## config.mk

```make
export PLATFORM = sky130hd
export DESIGN_NAME = servo_memory_access_cmds
export DESIGN_NICKNAME = d
export VERILOG_FILES = /design/src/logic/servo_mem_pkg.sv /design/src/logic/field_check_if.sv /design/src/logic/mem_field_check.sv /design/src/logic/servo_memory_access_cmds.sv
export SDC_FILE = /design/constraint.sdc
export NUM_CORES = 1
export LEC_CHECK = 0
export BUFFER_PORTS_ARGS = -buffer_cell sky130_fd_sc_hd__buf_2
export CAP_MARGIN = 15
export CORE_AREA = 2 2 150 152
export DETAILED_ROUTE_END_ITERATION = 6
export DIE_AREA = 0 0 152 154
export GPL_TIMING_DRIVEN = 0
export PLACE_DENSITY = 0.78
export SLEW_MARGIN = 30
export SYNTH_ARGS = -nofsm -noshare
export SYNTH_HDL_FRONTEND = slang
export SYNTH_SLANG_ARGS = --single-unit
```

## constraint.sdc

```tcl
create_clock -name clk_sys_in -period 4.6 [get_ports clk_sys_in]
set_clock_uncertainty 0.15 [all_clocks]
set_input_delay 0.92 -clock clk_sys_in [delete_from_list [all_inputs] [get_ports clk_sys_in]]
set_output_delay 0.92 -clock clk_sys_in [all_outputs]
set_load 0.05 [all_outputs]
```

## src/logic/servo_mem_pkg.sv

```systemverilog
// constants and types for the memory read/write command interpreter
package servo_mem_pkg;

    // ==========================================================
    // command codes and virtual memory map
    localparam logic [7:0]  CMD_MEM_READ  = 8'h1d;
    localparam logic [7:0]  CMD_MEM_WRITE = 8'h1e;
    localparam logic [31:0] VMEM_BASE     = 32'h8000_4000;
    localparam logic [31:0] VMEM_BYTES    = 32'h0000_0004;
    localparam logic [31:0] ADJ_REQ_ADDR  = 32'h8000_4000;
    localparam logic [31:0] ADJ_CTRL_ADDR = 32'h8000_4002;

    // ==========================================================
    // mode/data type values: byte, short, long
    localparam logic [7:0] MT_BYTE  = 8'h11;
    localparam logic [7:0] MT_SHORT = 8'h12;
    localparam logic [7:0] MT_LONG  = 8'h13;

    // ==========================================================
    // warning codes
    localparam logic [11:0] WARN_NONE = 12'h000;
    localparam logic [11:0] WARN_ADDR = 12'h94a;
    localparam logic [11:0] WARN_TYPE = 12'h94b;
    localparam logic [11:0] WARN_SIZE = 12'h94d;
    localparam logic [11:0] WARN_COND = 12'h95a;

    // ==========================================================
    // adjustment request codes, control values, status values
    localparam logic [15:0] REQ_NORMAL   = 16'h0000;
    localparam logic [15:0] REQ_PRM_INIT = 16'h1005;
    localparam logic [15:0] REQ_ABS_SET  = 16'h1008;
    localparam logic [15:0] REQ_CUR_OFS  = 16'h100e;
    localparam logic [15:0] REQ_MTURN    = 16'h1013;
    localparam logic [15:0] REQ_RST      = 16'h0000;
    localparam logic [15:0] CTRL_EXEC    = 16'h0001;
    localparam logic [15:0] CTRL_PREP    = 16'h0002;
    localparam logic [15:0] ADJ_ST_IDLE  = 16'h0000;
    localparam logic [15:0] ADJ_ST_BUSY  = 16'h0001;
    localparam logic [15:0] ADJ_ST_PREP  = 16'h0002;

    // ==========================================================
    // phases and timing
    localparam logic [1:0] PHASE_2 = 2'h2;
    localparam logic [1:0] PHASE_3 = 2'h3;
    localparam int CLK_HZ        = 20_000_000;
    localparam int INIT_TIME_S   = 20;
    localparam int ADJ_TIME_S    = 5;
    localparam int READ_TIME_MS  = 200;
    localparam int INIT_CYC      = INIT_TIME_S * CLK_HZ;
    localparam int ADJ_CYC       = ADJ_TIME_S * CLK_HZ;
    localparam int READ_CYC      = READ_TIME_MS * (CLK_HZ / 1000);

    // ==========================================================
    // adjustment engine states
    typedef enum logic [1:0] {
        ST_IDLE = 2'b01,
        ST_BUSY = 2'b10
    } adj_state_e;

endpackage : servo_mem_pkg

```

## src/logic/field_check_if.sv

```systemverilog
// field check signals between interpreter and field checker
`timescale 1ns/1ps
`default_nettype none
interface field_check_if;
    logic [7:0]  mode_type;
    logic [15:0] size;
    logic [31:0] addr;
    logic        warn;
    logic [11:0] warn_code;
    logic [1:0]  byte_off;
    logic [2:0]  nbytes;

    modport checker_mp (input mode_type, size, addr,
                        output warn, warn_code, byte_off, nbytes);
    modport user_mp    (output mode_type, size, addr,
                        input warn, warn_code, byte_off, nbytes);
endinterface : field_check_if
`default_nettype wire

```

## src/logic/mem_field_check.sv

```systemverilog
// address, mode/data type and size validation of a memory command
`timescale 1ns/1ps
`default_nettype none
module mem_field_check
    import servo_mem_pkg::*;
(
    field_check_if.checker_mp fc
);

    // ==========================================================
    // bytes per element, zero for a type outside the set
    function automatic logic [2:0] type_bytes(input logic [7:0] mt);
        case (mt)
            MT_BYTE:  type_bytes = 3'h1;
            MT_SHORT: type_bytes = 3'h2;
            MT_LONG:  type_bytes = 3'h4;
            default:  type_bytes = 3'h0;
        endcase
    endfunction : type_bytes

    logic [31:0] off;
    logic [31:0] total;
    logic [2:0]  tb;

    // ==========================================================
    // checks in priority order: address, type, size
    always_comb
    begin
        off          = fc.addr - VMEM_BASE;
        tb           = type_bytes(fc.mode_type);
        total        = {16'h0000, fc.size} * {29'h0, tb};
        fc.byte_off  = off[1:0];
        fc.nbytes    = total[2:0];
        fc.warn      = 1'b1;
        if (fc.addr < VMEM_BASE || off >= VMEM_BYTES)
            fc.warn_code = WARN_ADDR;
        else if (tb == 3'h0)
            fc.warn_code = WARN_TYPE;
        else if (fc.size == 16'h0000 || total > VMEM_BYTES - off
                 || fc.size > 16'h0004)
            fc.warn_code = WARN_SIZE;
        else
        begin
            fc.warn      = 1'b0;
            fc.warn_code = WARN_NONE;
        end
    end

endmodule : mem_field_check
`default_nettype wire

```

## src/logic/servo_memory_access_cmds.sv

```systemverilog
// memory read/write command interpreter with adjustment sequencer
`timescale 1ns/1ps
`default_nettype none
// What this block does
// - read returns data and echoes fields
// - write stores data and echoes fields
// - rejected read warns, data zero
// - rejected write warns, nothing stored
// - bad address gives warning 94A
// - bad mode/data type gives 94B
// - bad size gives 94D
// - editing refuses memory commands with 95A
// - unmet adjustment condition refused with 95A
// - 1005H initializes parameters, not servo on
// - 1008H encoder setup, prepared, absolute, servo off
// - 100EH offset adjust needs power, stopped, off
// - 1013H multiturn limit, prepared, needs restart
// - init and setup need restart to apply
// - ready returns when step done; controller waits
module servo_memory_access_cmds
    import servo_mem_pkg::*;
#(
    parameter int INIT_TIMEOUT_CYC = INIT_CYC,
    parameter int ADJ_TIMEOUT_CYC  = ADJ_CYC
)(
    // clock and reset
    input  wire logic        clk_sys_in,
    input  wire logic        rst_n_in,
    // decoded command frame
    input  wire logic        cmd_valid_in,
    input  wire logic [7:0]  cmd_code_in,
    input  wire logic [7:0]  cmd_mode_type_in,
    input  wire logic [15:0] cmd_size_in,
    input  wire logic [31:0] cmd_addr_in,
    input  wire logic [31:0] cmd_data_in,
    // amplifier state
    input  wire logic [1:0]  phase_in,
    input  wire logic        editing_in,
    input  wire logic        servo_on_in,
    input  wire logic        main_power_in,
    input  wire logic        motor_rotating_in,
    input  wire logic        incremental_enc_in,
    input  wire logic        adj_done_in,
    // response frame
    output logic             rsp_valid_out,
    output logic [7:0]       rsp_code_out,
    output logic [7:0]       rsp_mode_type_out,
    output logic [15:0]      rsp_size_out,
    output logic [31:0]      rsp_addr_out,
    output logic [31:0]      rsp_data_out,
    output logic             warn_valid_out,
    output logic [11:0]      warn_code_out,
    output logic             command_ready_flag_out,
    // adjustment engine
    output logic [3:0]       adj_start_out,
    output logic             restart_required_out
);

    if (INIT_TIMEOUT_CYC < 1 || ADJ_TIMEOUT_CYC < 1)
    begin : g_bad_param
        $error("timeout counts must be at least one cycle");
    end

    typedef struct packed {
        adj_state_e  state;
        logic [15:0] req_code;
        logic        prepared;
        logic        restart_req;
        logic [15:0] run_code;
        logic [31:0] timer;
        logic        rsp_valid;
        logic [7:0]  rsp_code;
        logic [7:0]  rsp_mode;
        logic [15:0] rsp_size;
        logic [31:0] rsp_addr;
        logic [31:0] rsp_data;
        logic        warn_valid;
        logic [11:0] warn_code;
        logic [3:0]  start;
    } state_s;

    state_s cur_r;
    state_s cur_nxt;

    // ==========================================================
    // adjustment helpers
    function automatic logic needs_prep(input logic [15:0] c);
        needs_prep = (c == REQ_ABS_SET) || (c == REQ_MTURN);
    endfunction : needs_prep

    function automatic logic [3:0] op_onehot(input logic [15:0] c);
        case (c)
            REQ_PRM_INIT: op_onehot = 4'h1;
            REQ_ABS_SET:  op_onehot = 4'h2;
            REQ_CUR_OFS:  op_onehot = 4'h4;
            REQ_MTURN:    op_onehot = 4'h8;
            default:      op_onehot = 4'h0;
        endcase
    endfunction : op_onehot

    function automatic logic [3:0] byte_mask(input logic [2:0] n);
        case (n)
            3'h1:    byte_mask = 4'h1;
            3'h2:    byte_mask = 4'h3;
            3'h3:    byte_mask = 4'h7;
            default: byte_mask = 4'hf;
        endcase
    endfunction : byte_mask

    field_check_if fc ();
    assign fc.mode_type = cmd_mode_type_in;
    assign fc.size      = cmd_size_in;
    assign fc.addr      = cmd_addr_in;

    mem_field_check u_check (
        .fc (fc.checker_mp)
    );

    logic        is_mem;
    logic        is_wr;
    logic        cond_ok;
    logic [31:0] mem_word;
    logic [31:0] shifted;
    logic [15:0] ctrl_status;
    logic [15:0] wval;
    logic [3:0]  bmask;

    // ==========================================================
    // execution conditions of the selected request code
    always_comb
    begin
        case (cur_r.req_code)
            REQ_PRM_INIT: cond_ok = !servo_on_in;
            REQ_ABS_SET:  cond_ok = !servo_on_in
                                    && !incremental_enc_in;
            REQ_CUR_OFS:  cond_ok = main_power_in && !servo_on_in
                                    && !motor_rotating_in;
            REQ_MTURN:    cond_ok = 1'b1;
            default:      cond_ok = 1'b1;
        endcase
    end

    // ==========================================================
    // next state
    always_comb
    begin
        cur_nxt            = cur_r;
        cur_nxt.rsp_valid  = 1'b0;
        cur_nxt.warn_valid = 1'b0;
        cur_nxt.start      = 4'h0;
        is_mem   = (cmd_code_in == CMD_MEM_READ)
                   || (cmd_code_in == CMD_MEM_WRITE);
        is_wr    = (cmd_code_in == CMD_MEM_WRITE);
        wval     = cmd_data_in[15:0];
        bmask    = byte_mask(fc.nbytes);
        if (cur_r.state == ST_BUSY)
            ctrl_status = ADJ_ST_BUSY;
        else if (cur_r.prepared)
            ctrl_status = ADJ_ST_PREP;
        else
            ctrl_status = ADJ_ST_IDLE;
        mem_word = {ctrl_status, cur_r.req_code};
        shifted  = mem_word >> {fc.byte_off, 3'h0};

        // adjustment in progress: wait for done or time out
        if (cur_r.state == ST_BUSY)
        begin
            if (adj_done_in)
            begin
                cur_nxt.state    = ST_IDLE;
                cur_nxt.prepared = 1'b0;
                if (cur_r.run_code != REQ_CUR_OFS)
                    cur_nxt.restart_req = 1'b1;
            end
            else if (cur_r.timer == 32'h0)
            begin
                cur_nxt.state      = ST_IDLE;
                cur_nxt.prepared   = 1'b0;
                cur_nxt.warn_valid = 1'b1;
                cur_nxt.warn_code  = WARN_COND;
            end
            else
                cur_nxt.timer = cur_r.timer - 32'h1;
        end

        if (cmd_valid_in && is_mem)
        begin
            // echo of the command fields
            cur_nxt.rsp_valid = 1'b1;
            cur_nxt.rsp_code  = cmd_code_in;
            cur_nxt.rsp_mode  = cmd_mode_type_in;
            cur_nxt.rsp_size  = cmd_size_in;
            cur_nxt.rsp_addr  = cmd_addr_in;
            cur_nxt.rsp_data  = is_wr ? cmd_data_in : 32'h0;
            cur_nxt.warn_code = WARN_NONE;
            if (editing_in || (phase_in != PHASE_2
                               && phase_in != PHASE_3))
                cur_nxt.warn_code = WARN_COND;
            else if (fc.warn)
                cur_nxt.warn_code = fc.warn_code;
            else if (!is_wr)
                cur_nxt.rsp_data = shifted
                    & {{8{bmask[3]}}, {8{bmask[2]}},
                       {8{bmask[1]}}, {8{bmask[0]}}};
            else if (cur_r.state == ST_BUSY)
                cur_nxt.warn_code = WARN_COND;
            else if (!fc.byte_off[1])
            begin
                // request code location
                if (wval == REQ_NORMAL || op_onehot(wval) != 4'h0)
                begin
                    cur_nxt.req_code = wval;
                    cur_nxt.prepared = 1'b0;
                end
                else
                    cur_nxt.warn_code = WARN_COND;
            end
            else if (wval == CTRL_PREP && needs_prep(cur_r.req_code)
                     && cond_ok)
                cur_nxt.prepared = 1'b1;
            else if (wval == CTRL_EXEC && cond_ok
                     && (!needs_prep(cur_r.req_code) || cur_r.prepared))
            begin
                cur_nxt.start = op_onehot(cur_r.req_code);
                if (cur_r.req_code != REQ_NORMAL)
                begin
                    cur_nxt.state    = ST_BUSY;
                    cur_nxt.run_code = cur_r.req_code;
                    cur_nxt.timer    = (cur_r.req_code == REQ_PRM_INIT)
                                       ? 32'(INIT_TIMEOUT_CYC)
                                       : 32'(ADJ_TIMEOUT_CYC);
                end
            end
            else
                cur_nxt.warn_code = WARN_COND;
            cur_nxt.warn_valid = (cur_nxt.warn_code != WARN_NONE);
        end
    end

    // ==========================================================
    // state register
    always_ff @(posedge clk_sys_in or negedge rst_n_in)
    begin
        if (!rst_n_in)
        begin
            cur_r          <= '0;
            cur_r.state    <= ST_IDLE;
            cur_r.req_code <= REQ_RST;
        end
        else
            cur_r <= cur_nxt;
    end

    // ==========================================================
    // outputs
    assign rsp_valid_out          = cur_r.rsp_valid;
    assign rsp_code_out           = cur_r.rsp_code;
    assign rsp_mode_type_out      = cur_r.rsp_mode;
    assign rsp_size_out           = cur_r.rsp_size;
    assign rsp_addr_out           = cur_r.rsp_addr;
    assign rsp_data_out           = cur_r.rsp_data;
    assign warn_valid_out         = cur_r.warn_valid;
    assign warn_code_out          = cur_r.warn_code;
    assign command_ready_flag_out = (cur_r.state == ST_IDLE);
    assign adj_start_out          = cur_r.start;
    assign restart_required_out   = cur_r.restart_req;

    // ==========================================================
    // checks
    logic ok_ctx;
    assign ok_ctx = !editing_in && (phase_in == PHASE_2
                                    || phase_in == PHASE_3);

    echo_code_a: assert property (@(posedge clk_sys_in)
        disable iff (!rst_n_in) cmd_valid_in && is_mem |=>
        rsp_valid_out && rsp_code_out == $past(cmd_code_in)
        && rsp_addr_out == $past(cmd_addr_in))
        else $error("memory command not echoed");
    wr_store_a: assert property (@(posedge clk_sys_in)
        disable iff (!rst_n_in) rsp_valid_out && !warn_valid_out
        && rsp_code_out == CMD_MEM_WRITE && rsp_addr_out == ADJ_REQ_ADDR
        |-> cur_r.req_code == rsp_data_out[15:0])
        else $error("accepted write not stored");
    rd_reject_a: assert property (@(posedge clk_sys_in)
        disable iff (!rst_n_in) cmd_valid_in && !is_wr && is_mem
        && ok_ctx && fc.warn |=> warn_valid_out && rsp_data_out == 32'h0)
        else $error("rejected read without warning");
    wr_discard_a: assert property (@(posedge clk_sys_in)
        disable iff (!rst_n_in) cmd_valid_in && is_wr && fc.warn |=>
        warn_valid_out && $stable(cur_r.req_code) && $stable(cur_r.prepared))
        else $error("rejected write changed state");
    addr_warn_a: assert property (@(posedge clk_sys_in)
        disable iff (!rst_n_in) cmd_valid_in && is_mem && ok_ctx
        && fc.warn_code == WARN_ADDR |=> warn_code_out == WARN_ADDR)
        else $error("address warning missing");
    type_warn_a: assert property (@(posedge clk_sys_in)
        disable iff (!rst_n_in) cmd_valid_in && is_mem && ok_ctx
        && fc.warn_code == WARN_TYPE |=> warn_code_out == WARN_TYPE)
        else $error("type warning missing");
    size_warn_a: assert property (@(posedge clk_sys_in)
        disable iff (!rst_n_in) cmd_valid_in && is_mem && ok_ctx
        && fc.warn_code == WARN_SIZE |=> warn_code_out == WARN_SIZE)
        else $error("size warning missing");
    edit_refuse_a: assert property (@(posedge clk_sys_in)
        disable iff (!rst_n_in) cmd_valid_in && is_mem && editing_in |=>
        warn_valid_out && warn_code_out == WARN_COND)
        else $error("command taken while editing");
    init_servo_a: assert property (@(posedge clk_sys_in)
        disable iff (!rst_n_in) adj_start_out[0] |-> !$past(servo_on_in))
        else $error("initialization started with servo on");
    ready_low_a: assert property (@(posedge clk_sys_in)
        disable iff (!rst_n_in) adj_start_out != 4'h0 |->
        !command_ready_flag_out)
        else $error("ready during adjustment");
    restart_hold_a: assert property (@(posedge clk_sys_in)
        disable iff (!rst_n_in) restart_required_out |=>
        restart_required_out)
        else $error("restart flag dropped");

endmodule : servo_memory_access_cmds
`default_nettype wire

```

* Word level (Yosys, flattened, before mapping)
Index checks and enable logic that the tools add are counted.
Cells by class: $add $sub $neg 3, shift-type cells 1, multiply operators 1, reductions and logical operators 34, equality and inequality tests 24, order comparisons 4, bitwise logic cells 6, multiplexer cells 74
Operator list (count):
- 32-bit 2-to-1 mux | 15
- 146-bit 2-to-1 mux | 1
- 16-bit by 13-bit == test with 1-bit output, second input constant | 8
- 12-bit 2-to-1 mux | 10
- 19-bit 2-to-1 mux | 5
- 16-bit 2-to-1 mux | 3
- 4-bit 2-to-1 mux | 11
- 8-bit by 5-bit == test with 1-bit output, second input constant | 5
- 13-bit 2-to-1 mux | 3
- 32-bit AND | 1
- 32-bit by 3-bit >= comparator with 1-bit output, second input constant | 1
- 19-bit by 32-bit > comparator with 1-bit output | 1
- 16-bit logical NOT | 2
- 32-bit logical NOT | 1
- 32-bit less-than comparator, second input constant | 1
- 4-bit case mux with 4 select lines | 2
- 18-bit by 5-bit right shift with 32-bit output | 1
- 3-bit by 32-bit subtractor with 32-bit output, first input constant | 1
- 32-bit by 1-bit subtractor with 32-bit output, second input constant | 1
- 32-bit subtractor, second input constant | 1
- 29-bit 2-to-1 mux | 1
- 2-bit 2-to-1 mux | 10
- 16-bit by 3-bit multiplier with 19-bit output | 1
- 17-bit 2-to-1 mux | 1
- other kinds (26) | 60
Word-level totals: bits of input ports 107, bits in registers 182, logic and storage cells 162, output and inout port bits 116

* Longest topological paths before layout
Gate-level depths: netlist of run 1.
depth after elaboration 23, gate-level depth with buffers 30, gate-level depth less buffers 28

* Hierarchy
From an unflattened synthesis of run 1, not the netlist that was laid out.
Second synthesis, totals: cells, all modules 1387, area total of the unflattened synthesis 12017.8 sq um
Modules (own cells, without submodules):
- servo_memory_access_cmds | seq. area each 4555.6 sq um, cells each 929, times used 1, area an instance 8809.7 sq um
- mem_field_check | seq. area each 0.0 sq um, cells each 458, times used 1, area an instance 3208.1 sq um

* Worst setup path after synthesis of run 1
OpenSTA, ideal clock, no wires.
path kind input to register, start input port cmd_mode_type_in[5], end register cur_r[148] (netlist bit), arrival 6762 ps, buffers on the path 2, setup time 125 ps, data required time 4325 ps, slack -2437 ps, stages on the path 28, cell sequence or4b_2 -> nor3_1 -> and3_1 -> clkbuf_1 -> nand2_1 -> fa_1 -> inv_1 -> ha_1 -> a21o_1 -> a21oi_1 -> o21a_1 -> o21ai_0 -> a211oi_1 -> nor3_1 -> or3_1 -> a21oi_1 -> xnor2_1 -> ha_1 -> nand4_1 -> nor4_1 -> nand2_1 -> o21ai_0 -> nand4b_1 -> a21oi_1 -> o2111ai_4 -> o2111ai_4 -> buf_6 -> mux2_4
Between the ends: longest elaborated chain between the ends 11, elaborated cells between the ends (all ways) 14, those cells by class mul: 1; order compare: 1; eq/ne: 3; mux: 4; bitwise: 1; reduce/logical: 4
RTL lines:
- from (decl) | RTL line servo_memory_access_cmds.sv:32 | input wire logic [7:0] cmd_mode_type_in,
- 8-bit by 5-bit == test with 1-bit output | RTL line mem_field_check.sv:13 | case (mt)
- 3-bit case mux with 3 select lines (*) | RTL line mem_field_check.sv:13
- 16-bit by 3-bit multiplier with 19-bit output | RTL line mem_field_check.sv:31 | total = {16'h0000, fc.size} * {29'h0, tb};
- 19-bit by 32-bit > comparator with 1-bit output | RTL line mem_field_check.sv:39 | else if (fc.size == 16'h0000 || total > VMEM_BYTES - off
- 1-bit logical OR | RTL line mem_field_check.sv:39
- 1-bit logical OR | RTL line mem_field_check.sv:40 | || fc.size > 16'h0004)
- 1-bit 2-to-1 mux | RTL line mem_field_check.sv:39
- 1-bit 2-to-1 mux (*) | RTL line mem_field_check.sv:37 | else if (tb == 3'h0)
- 1-bit 2-to-1 mux (*) | RTL line mem_field_check.sv:35 | if (fc.addr < VMEM_BASE || off >= VMEM_BYTES)
- 1-bit inverter (no line) (*)
- 9-bit AND reduction (no line) (*)
- to (signal assigned) | RTL line servo_memory_access_cmds.sv:251 | cur_r <= cur_nxt;
- to (decl) | RTL line servo_memory_access_cmds.sv:82 | state_s cur_r;
Mark *: on every way between the ends. The rest lies on a longest branch, timed or not. A chain may end at the register's enable or synchronous reset.

* Final worst setup path of run 1
start input port cmd_mode_type_in[6], end register cur_r[151] (netlist bit)
Same word-level chain as after synthesis.

==> flow_summary.ini, run 1 <==
[run_status]
outcome = finished, violations left
violations = negative setup slack

[worst_setup_path]
r2r_end = cur_r[144]$_DFF_PN0_
timing.rr.start = cur_r[132]$_DFF_PN0_
cp_slowest_cell = or4b_4
setup.worst_path.end_class = flop
worstPathArrival_ps = 6870
regToRegSetupSlack_ps = 430
cp_num_buf_inv = 6
rr_worst_depth = 11
critical-path-top-delay-family = compound AO/OA/AOI/OAI gates
startpoint_type = input port
crit_path_max_incr_delay_ps = 540
path_class = input port to flop
required_ps = 4780
worstPathMaxFanout = 6

[timing]
min_period_ps = 6690
setup_viol = 95
max_freq_ghz = 0.149
worst_slack_ps = -2090
relSlewSlack_pct = 37.2
worst_pin_slew_ps = 935
hold_violations = 0
period_share_pct = 145
drv_slew = 0
rsz0062_at_grt = true

[power_and_ir_drop]
switchingPower_mw = 1.41
intPower_mw = 2.68
irDropWorstVdd_v = 0.000248
switching_share_pct = 34.5
finalPower_mw = 4.10
clkPwrFrac_pct = 37.4
p_leak_nw = 7.81
p_seq_share_pct = 41.2
combinationalPowerShare_pct = 21.5
powerDensity_nw_per_um2 = 271

[finish]
nets = 1780
drive_gt1_share_pct = 34.4
utilization_pct = 69.8
stdcell_count = 1910
syn_to_final_growth_pct = 27.4

[global_routing]
globalRouteMet2Util_pct = 48.5
antenna_found_initial = 1
grt_max_degree = 79
met1_usage_pct = 37.1
use_met3_pct = 5.64
grt_pass1_wl_um = 54500
gr-max-usage-layer = met2
globalRouteTotalUtil_pct = 28.9
grt-ovfl-total = 0
grt_pass1_vias = 10600

[placement]
hpwl_um = 24500
port_buffers = 213
placed_cells = 1839
gp_congestion = 0.873
dp_slack_ps = -2760

[synthesis]
synth-edff-count = 0
async_flop_share_pct = 100
synthesis.area_um2 = 11900
ys_seq_area_share_pct = 36.9
syn-mean-instance-area_um2 = 8.86
ys_seq_elements = 175
synth_warnings = 0
synthCells = 1341
synthFlopType = dfrtp_1
synth_cell_types = 92

[floorplan]
rows = 54
core-area_um2 = 21700
start_util_pct = 54.8
num_io_pins = 223
die_y_um = 154
die_area_um2 = 23400
fp.dieW_um = 152

[drt]
drt_first_pass_iters = 5
via_count = 10800
drc = 0
vias_per_cell = 5.68
routed_wl_um = 34400
drt.antenna.violating_nets = 0
routedWlPerCell_um = 18.0
drt-initial-drc-count = 856

[clock_network]
cts.htree.levels = 4
root_buffer = clkbuf_16
clock_path_buffers = 2
cts_tree = done
cts_buffers = 17
cts.sinks = 175
clock_latency_ps = 440
ctsHoldBuffers = 0
clk_pin_slew_ps = 80

[flow_run]
maxCapViolCount = 0

[worst_hold_path]
hold_path.class = input port to asynchronous set/reset pin
==> cell usage after synthesis (14+ instances only) <==
master / n / area share [%]
a21oi_1: 49 / 2.1
buf_4: 112 / 7.1
nor3_1: 30 / 1.3
dfrtp_1: 174 / 37
nand4_1: 14 / 0.74
mux2i_1: 14 / 1.2
a22o_1: 15 / 1.1
xor2_1: 18 / 1.3
inv_1: 53 / 1.7
and3_1: 26 / 1.4
xnor2_1: 52 / 3.8
nor2_1: 81 / 2.6
o21ai_0: 36 / 1.5
mux2_4: 14 / 1.8
clkbuf_1: 40 / 1.3
nand2b_1: 17 / 0.90
nand3_1: 30 / 1.3
or3_1: 18 / 0.95
fa_1: 15 / 2.5
nand2_1: 260 / 8.2
ha_1: 42 / 4.4
and2_1: 29 / 1.5
nor4_1: 30 / 1.6
==> layer usage <==
metal  wire length [µm]  share of wire [%]
met1              14600                 42
met2              16500                 48
met3               2110                6.1
met4               1150                3.3
met5                  0                  0
==> flip-flops by register name (all words and copies together) (netlist names) <==
name	cells
rsp_data_out	32
adj_start_out	4
warn_code_out	5
rsp_valid_out	1
rsp_addr_out	32
warn_valid_out	1
rsp_mode_type_out	8
restart_required_out	1
rsp_size_out	16
rsp_code_out	8
cur_r	67
==> logic make-up after synthesis <==
group	synth area share, %
mux	3.80
simple gates	24.8
fa+ha+maj	6.95
xor+xnor	5.16
compound gates	11.6
flops	36.9
buf+inv	10.8
other cells	0.0316
==> stage by stage <==
stage / setup TNS (ps) / cell area, µm² / hold WS (ps)
after floorplan: -162710 / 12000 / 286
after global placement: -288610 / 13400 / 303
after detailed placement: -242130 / 13500 / 304
after CTS: -173690 / 14700 / 216
after global routing: -206060 / 15100 / 229
final: -183120 / 15100 / 207
==> cell usage in the layout (no fill, tap or decap), drive strengths merged, types with 8 or more instances in the layout <==
master  Yosys  final
buf       125    378
nand2     261    261
dfrtp     174    174
nor2       82     82
inv        53     58
clkbuf     40     57
xnor2      52     52
a21oi      49     49
ha         42     42
o21ai      40     40
nor3       33     33
nand3      31     31
nor4       31     31
and2       29     29
and3       27     27
mux2       23     23
or3        19     19
xor2       18     18
nand2b     17     17
a22o       15     15
nand4      15     15
fa         15     15
mux2i      14     14
clkinv      0     10
nor2b       9      9
or4         9      9
a21o        8      8
o41ai       8      8
a211oi      8      8
==> power by group through the flow <==
stage / sequential, mW / clock (mW) / combinational [mW]
2_1_floorplan: 1.71 / 0 / 0.601
3_3_place_gp: 1.71 / 0 / 0.828
3_5_place_dp: 1.72 / 0 / 0.848
4_1_cts: 1.69 / 1.54 / 0.865
5_1_grt: 1.70 / 1.60 / 0.940
6_report: 1.69 / 1.53 / 0.879
==> what timing repair did <==
action	4_1_cts	5_1_grt
resized for setup	78	74
hold endpoints to repair	0	0
gates cloned	6	1
setup endpoints to repair	95	95
pin swaps	19	12
buffers inserted	23	12
==> layout make-up <==
cell class                      instances  area (µm²)
Multi-Input combinational cell        951        6790
Timing Repair Buffer                  253        1590
Sequential cell                       175        4380
Clock inverter                         15         209
Buffer                                165        1180
Inverter                               53         199
Tap cell                              280         350
Fill cell                            1651        6550
Antenna cell                            1        2.50
Clock buffer                           17         425
==> worst max-delay path by stage <==
stage / to / startpoint / cells past startpoint / slack [ps]
final: cur_r[151]$_DFFE_PN0P_ / cmd_mode_type_in[6] / 31 / -2090
after detailed placement: cur_r[142]$_DFF_PN0_ / cmd_mode_type_in[6] / 28 / -2760
after global routing: cur_r[160]$_DFFE_PN0P_ / cmd_mode_type_in[6] / 31 / -2340
after CTS: cur_r[165]$_DFFE_PN0P_ / cmd_mode_type_in[6] / 30 / -1980
after floorplan: cur_r[148]$_DFFE_PN0P_ / cmd_mode_type_in[6] / 26 / -1920
after global placement: cur_r[142]$_DFF_PN0_ / cmd_mode_type_in[6] / 28 / -2710
No activity file was read; power rests on OpenSTA's default activity.
==> run 2, diff against run 1 <==
- CORE_AREA: 2 2 150 152 -> 2 2 156 158
- DIE_AREA: 0 0 152 154 -> 0 0 158 160
- PLACE_DENSITY: 0.78 -> 0.75
- clock period: 4.6 -> 5.7 ns (I/O delays scaled with it)
==> run 2 against run 1 <==
  * The run still ends with negative setup slack left
  * Routed wire length grew 3.5%
  * Power down 19%
  * Non-clock buffer count grew 8
  * Final cell count is 2.7% higher
  * Die area grew 8.0%
  * Clock power shrank 20%
  * First-iteration DRC count increased by 11%
  * Sequential cell count unchanged
  * Sequential power down 20%
  * Utilization shrank 5.9 points
  * Critical path depth shrank 1
  * Critical endpoint is now cur_r[160]$_DFFE_PN0P_
==> flow_summary.ini, run 2 (synthesis results as in run 1) <==
[floorplan]
core-area_um2 = 23800
die_y_um = 160
num_io_pins = 223
fp.dieW_um = 158
rows = 57
start_util_pct = 49.9
die_area_um2 = 25300

[worst_setup_path]
timing.rr.start = cur_r[132]$_DFF_PN0_
crit_top_cell = a21oi_2
required_ps = 5880
crit_path_max_incr_delay_ps = 570
worstPathArrival_ps = 7100
worstPathMaxFanout = 7
startpoint = cmd_mode_type_in[6]
startpoint_type = input port
path_class = input port to flop
cp_slowest_cell = fa_1
setup.worst_path.end_class = flop

[clock_network]
ctsHoldBuffers = 0
clock_path_buffers = 2
clk_pin_slew_ps = 80
cts.sinks = 175
cts.htree.levels = 4
root_buffer = clkbuf_16
cts_buffers = 17
clock_latency_ps = 440
cts_tree = done

[drt]
drt_first_pass_iters = 7
routed_wl_um = 35600
vias_per_cell = 5.52
via_count = 10800
drt-initial-drc-count = 951
routedWlPerCell_um = 18.2
drt.antenna.violating_nets = 0
drc = 0

[global_routing]
globalRouteTotalUtil_pct = 27.7
use_met3_pct = 5.92
grt_pass1_wl_um = 55200
gr-max-usage-layer = met2
globalRouteMet2Util_pct = 45.3
antenna_found_initial = 3
grt_max_degree = 90
grt_pass1_vias = 10500
met1_usage_pct = 36.9
grt-ovfl-total = 0

[worst_hold_path]
hold_path.class = flop to flop
hold_start = rsp_code_out[4]$_DFFE_PN0P_

[finish]
num-fill-cells = 1992
stdcell_count = 1962
top_register = cur_r
syn_to_final_growth_pct = 28.1
drive_gt1_share_pct = 34.4
seqCellArea_um2 = 4380
multi_input_comb_area_um2 = 6770
largest_reg_flops = 67
final_area_um2 = 15200
nets = 1788
layout_common_cells = 247 x nand2_1, 217 x buf_2, 174 x dfrtp_1
final_common_cell = nand2_1

[timing]
rsz0062_at_grt = true
hold_violations = 0
worst_pin_slew_ps = 986
holdWs_ps = 323
max_freq_ghz = 0.145
worst_slack_ps = -1220
min_period_ps = 6920
period_share_pct = 121
setup_viol = 95
relSlewSlack_pct = 33.9
drv_slew = 0

[run_status]
outcome = finished, violations left
violations = negative setup slack

[flow_run]
maxCapViolCount = 0

[placement]
port_buffers = 213
placed_cells = 1883
hpwl_um = 25200
place_area_um2 = 13600
gp_congestion = 0.884

[power_and_ir_drop]
powerDensity_nw_per_um2 = 217
p_leak_nw = 7.85
irDropWorstVdd_v = 0.000184
finalPower_mw = 3.30
## run 2: worst paths after layout
check	to	slack, ps	depth (start not counted)
worst max-delay path	cur_r[160]$_DFFE_PN0P_	-1220	30
worst min-delay path	rsp_code_out[4]$_DFFE_PN0P_	320	1
worst max register to register	cur_r[126]$_DFF_PN0_	1640	11
worst min register to register	rsp_code_out[4]$_DFFE_PN0P_	320	1
max in group asynchronous	cur_r[180]$_DFF_PN1_	3890	3
min in group asynchronous	rsp_size_out[8]$_DFFE_PN0P_	420	1
## run 2: critical path: cells and delay by family
kind	cells	cell delay, ps
AOI/OAI and AO/OA	10	1760
adders and majority gates	3	1090
and+or+nand+nor	10	2050
buffers and inverters	5	610
xor gates and xnor gates	1	130
muxes	1	300
## run 2: per-stage QoR
stage                     setup TNS [ps]  worst slack [ps]  util [%]
after floorplan                   -79110             -1040         -
after global placement           -157030             -1900      56.7
after detailed placement         -164630             -1980      56.9
after CTS                         -92600             -1100      62.4
after global routing             -123790             -1430      63.9
final                            -104310             -1220      63.9
## run 2: final cells by class
cell class              count  share of cell area, %
plain buffers             164                   7.70
multi-input cells         951                   44.5
clock inverters            15                   1.27
well taps                 324                   2.66
clock buffers              17                   2.80
repair buffers            262                   10.9
inverters                  53                   1.31
flip-flops and latches    175                   28.8
diodes                      1                 0.0164
## run 2: what timing repair did
action                                  in CTS  in global routing
cloned                                       4                  2
endpoints found under the setup margin      95                 95
pin swaps                                   33                 14
setup buffers                               29                 16
resized for setup                           87                 59
hold endpoints to repair                     0                  0
## run 2: routing by layer
| layer | share of wire, % | up-vias | wire length (µm) |
|---|---|---|---|
| li1 | - | 5091 | - |
| met1 | 43 | 5267 | 15300 |
| met2 | 48 | 416 | 17000 |
| met3 | 6.8 | 57 | 2420 |
| met4 | 2.2 | 6 | 800 |
| met5 | 0.10 | - | 37 |
## run 2: power breakdown
| part | switching, mW | internal [mW] | leakage [nW] | total, mW |
|---|---|---|---|---|
| Sequential | 0.0491 | 1.31 | 2.40 | 1.36 |
| Clock | 0.596 | 0.635 | 0.302 | 1.23 |
| Combinational | 0.465 | 0.241 | 5.15 | 0.707 |
==> run 3, diff against run 2 <==
- ABC_AREA: not set -> 1
- CORE_AREA: 2 2 156 158 -> 2 2 161 163
- DIE_AREA: 0 0 158 160 -> 0 0 163 165
- GPL_TIMING_DRIVEN: 0 -> not set
- PLACE_DENSITY: 0.75 -> 0.76
==> run 3 against run 2 <==
  * Critical endpoint is now cur_r[163]$_DFF_PN0_
  * Via count rose by 10%
  * Combinational power shrank 19%
  * Worst hold slack got worse by 4.6 ps
  * Sequential share of layout area down 1.0 points
  * Non-clock buffer count decreased by 108
  * Largest cell class unchanged
  * Register-to-register slack gained 610 ps
  * Power is 3.8% lower
  * Area after synthesis grew 8.7%
  * Critical path type unchanged
  * Clock power grew 4%
  * Die area is 6.4% higher
  * First-iteration DRC count fell by 3.0%
  * The flow still finishes with violations (negative setup slack)
==> flow_summary.ini, run 3 <==
[run_status]
outcome = finished, violations left
violations = negative setup slack

[worst_hold_path]
hold_path.class = flop to flop
hold_depth = 1

[global_routing]
globalRouteTotalUtil_pct = 26.5
grt-ovfl-total = 0
antenna_found_initial = 3
grt_pass1_wl_um = 57000
grt_max_degree = 84
grt_pass1_vias = 11600

[timing]
setup_viol = 94
rsz0062_at_grt = true
tns_ps = -22360
period_share_pct = 107
worst_pin_slew_ps = 936
min_period_ps = 6080
hold_violations = 0
max_freq_ghz = 0.165
relSlewSlack_pct = 37.1
worst_slack_ps = -375
drv_slew = 0
holdWs_ps = 319

[finish]
layout_common_cells = 289 x nand2_1, 266 x inv_1, 214 x buf_2
top_register = cur_r
num-fill-cells = 2123
nets = 2105
syn_to_final_growth_pct = 22.2
stdcell_count = 2287
final_common_cell = nand2_1
drive_gt1_share_pct = 30.6
largest_reg_flops = 67

[power_and_ir_drop]
intPower_mw = 2.12
combinationalPowerShare_pct = 18.2
switching_share_pct = 33.1
irDropWorstVdd_v = 0.000169
p_seq_share_pct = 41.7
switchingPower_mw = 1.05
powerDensity_nw_per_um2 = 201
clkPwrFrac_pct = 40.2
p_leak_nw = 8.81

[floorplan]
die_y_um = 165
start_util_pct = 51.6
core-area_um2 = 25000
rows = 58
num_io_pins = 223
die_area_um2 = 26900
fp.dieW_um = 163

[drt]
routedWlPerCell_um = 15.5
drt.antenna.violating_nets = 0
drt-initial-drc-count = 922
vias_per_cell = 5.22
drt_first_pass_iters = 7
via_count = 11900
routed_wl_um = 35400
drc = 0

[worst_setup_path]
cp_slowest_cell = fa_2
rr_worst_depth = 15
crit_path_max_incr_delay_ps = 460
worstPathMaxFanout = 8
crit_top_cell = nand2_1
required_ps = 5880
path_class = input port to flop
worstPathArrival_ps = 6250
setup.worst_path.end_class = flop
startpoint_type = input port

[clock_network]
clk_pin_slew_ps = 80
cts.sinks = 175
clock_latency_ps = 440
cts_buffers = 17
cts.htree.levels = 4
root_buffer = clkbuf_16
cts_tree = done
ctsHoldBuffers = 0
clock_path_buffers = 2

[placement]
placed_cells = 2217
port_buffers = 217
gp_congestion = 0.918
hpwl_um = 26300

[synthesis]
synthesis.area_um2 = 12900
synth_top_area_share_pct = 33.7
async_flop_share_pct = 100
yosys-top-cells-area = dfrtp_1 34%, nand2_1 9.8%, inv_1 8.2%, buf_4 6.5%, nor2_1 5.8%
yosysTopAreaCell = dfrtp_1
synthCells = 1742
yosysMostFrequentCell = nand2_1
synth_warnings = 0
ys_seq_elements = 175
syn-mean-instance-area_um2 = 7.41
ys_seq_area_share_pct = 33.9
synth_common_cells = 336 x nand2_1, 282 x inv_1, 198 x nor2_1
synth-edff-count = 0
synthFlopType = dfrtp_1
synth_cell_types = 57

[flow_run]
maxCapViolCount = 0
-- run 3: changes by cell type after synthesis, sizes merged, moves of 23 or more --
| cell | delta |
|---|---|
| and2 | -26 |
| and3 | -27 |
| inv | +246 |
| mux2 | -23 |
| nand2 | +95 |
| nand3 | +70 |
| nor2 | +148 |
| xnor2 | -30 |
-- run 3: final timing paths --
path,end,slack [ps],from
hold / removal,rsp_code_out[3]$_DFFE_PN0P_,320,rsp_code_out[3]$_DFFE_PN0P_
setup reg to reg,cur_r[153]$_DFFE_PN0P_,2250,cur_r[174]$_DFFE_PN0P_
min in group asynchronous,rsp_addr_out[21]$_DFFE_PN0P_,570,rst_n_in
max in group asynchronous,cur_r[142]$_DFF_PN0_,3620,rst_n_in
setup / recovery,cur_r[163]$_DFF_PN0_,-380,cmd_mode_type_in[2]
hold reg to reg,rsp_code_out[3]$_DFFE_PN0P_,320,rsp_code_out[3]$_DFFE_PN0P_
-- run 3: layout make-up --
| class | count | area, µm² | area share, % |
|---|---|---|---|
| multi-input cells | 1127 | 7150 | 45.3 |
| diodes | 3 | 7.51 | 0.0476 |
| repair buffers | 318 | 2030 | 12.9 |
| repair inverters | 1 | 16.3 | 0.103 |
| flip-flops and latches | 175 | 4380 | 27.8 |
| inverters | 301 | 1150 | 7.31 |
| well taps | 330 | 413 | 2.62 |
| clock buffers | 18 | 439 | 2.78 |
| clock inverters | 14 | 190 | 1.21 |
-- run 3: worst max-delay path, delay by kind of cell --
| kind | cells | cell delay (ps) |
|---|---|---|
| XOR/XNOR | 1 | 130 |
| AO/OA/AOI/OAI | 5 | 570 |
| buffers and inverters | 7 | 840 |
| adder cells (fa/ha/maj) | 3 | 1120 |
| AND/OR/NAND/NOR | 20 | 2450 |
-- run 3: through the flow --
step	setup WS (ps)	util (%)	cell area, µm²	power [mW]
3_5_place_dp	-1050	56.4	14100	1.92
2_1_floorplan	-388	-	13100	1.81
5_1_grt	-788	63.0	15800	3.30
3_3_place_gp	-919	56.4	14100	1.91
6_report	-375	63.0	15800	3.18
4_1_cts	-390	60.8	15200	3.19
-- run 3: cell families (layout without fill, tap and decap cells) --
kind of cell    count (synthesis)  in the layout  share of synthesized area [%]
other cells                     1              7                         0.0290
compound gates                173            173                           8.43
fa+ha+maj                      57             57                           6.40
simple gates                  811            813                           29.0
xor+xnor                       61             61                           4.14
mux                            19             19                           1.47
buf+inv                       445            652                           16.6
flops                         175            175                           33.9
-- run 3: what timing repair did --
action                                 CTS  global route
gates resized for setup                 85           107
endpoints found under the hold margin    0             0
setup endpoints to repair               95            95
pin swaps                               37            31
gates cloned                             3             3
buffers inserted                        17            14
-- run 3: per-layer routing --
metal / vias up / global-route usage, % / part of all wire (%)
met5: - / 0 / 0
met4: 0 / 8.77 / 2.1
met3: 60 / 5.27 / 6.6
met2: 419 / 42.9 / 47
met1: 5643 / 35.6 / 45
li1: 5824 / - / -
-- run 3: power groups by stage --
stage	registers [mW]	logic (mW)	clock network [mW]
2_1_floorplan	1.34	0.467	0
3_3_place_gp	1.35	0.561	0
3_5_place_dp	1.35	0.569	0
4_1_cts	1.32	0.575	1.30
5_1_grt	1.33	0.623	1.35
6_report	1.32	0.576	1.28
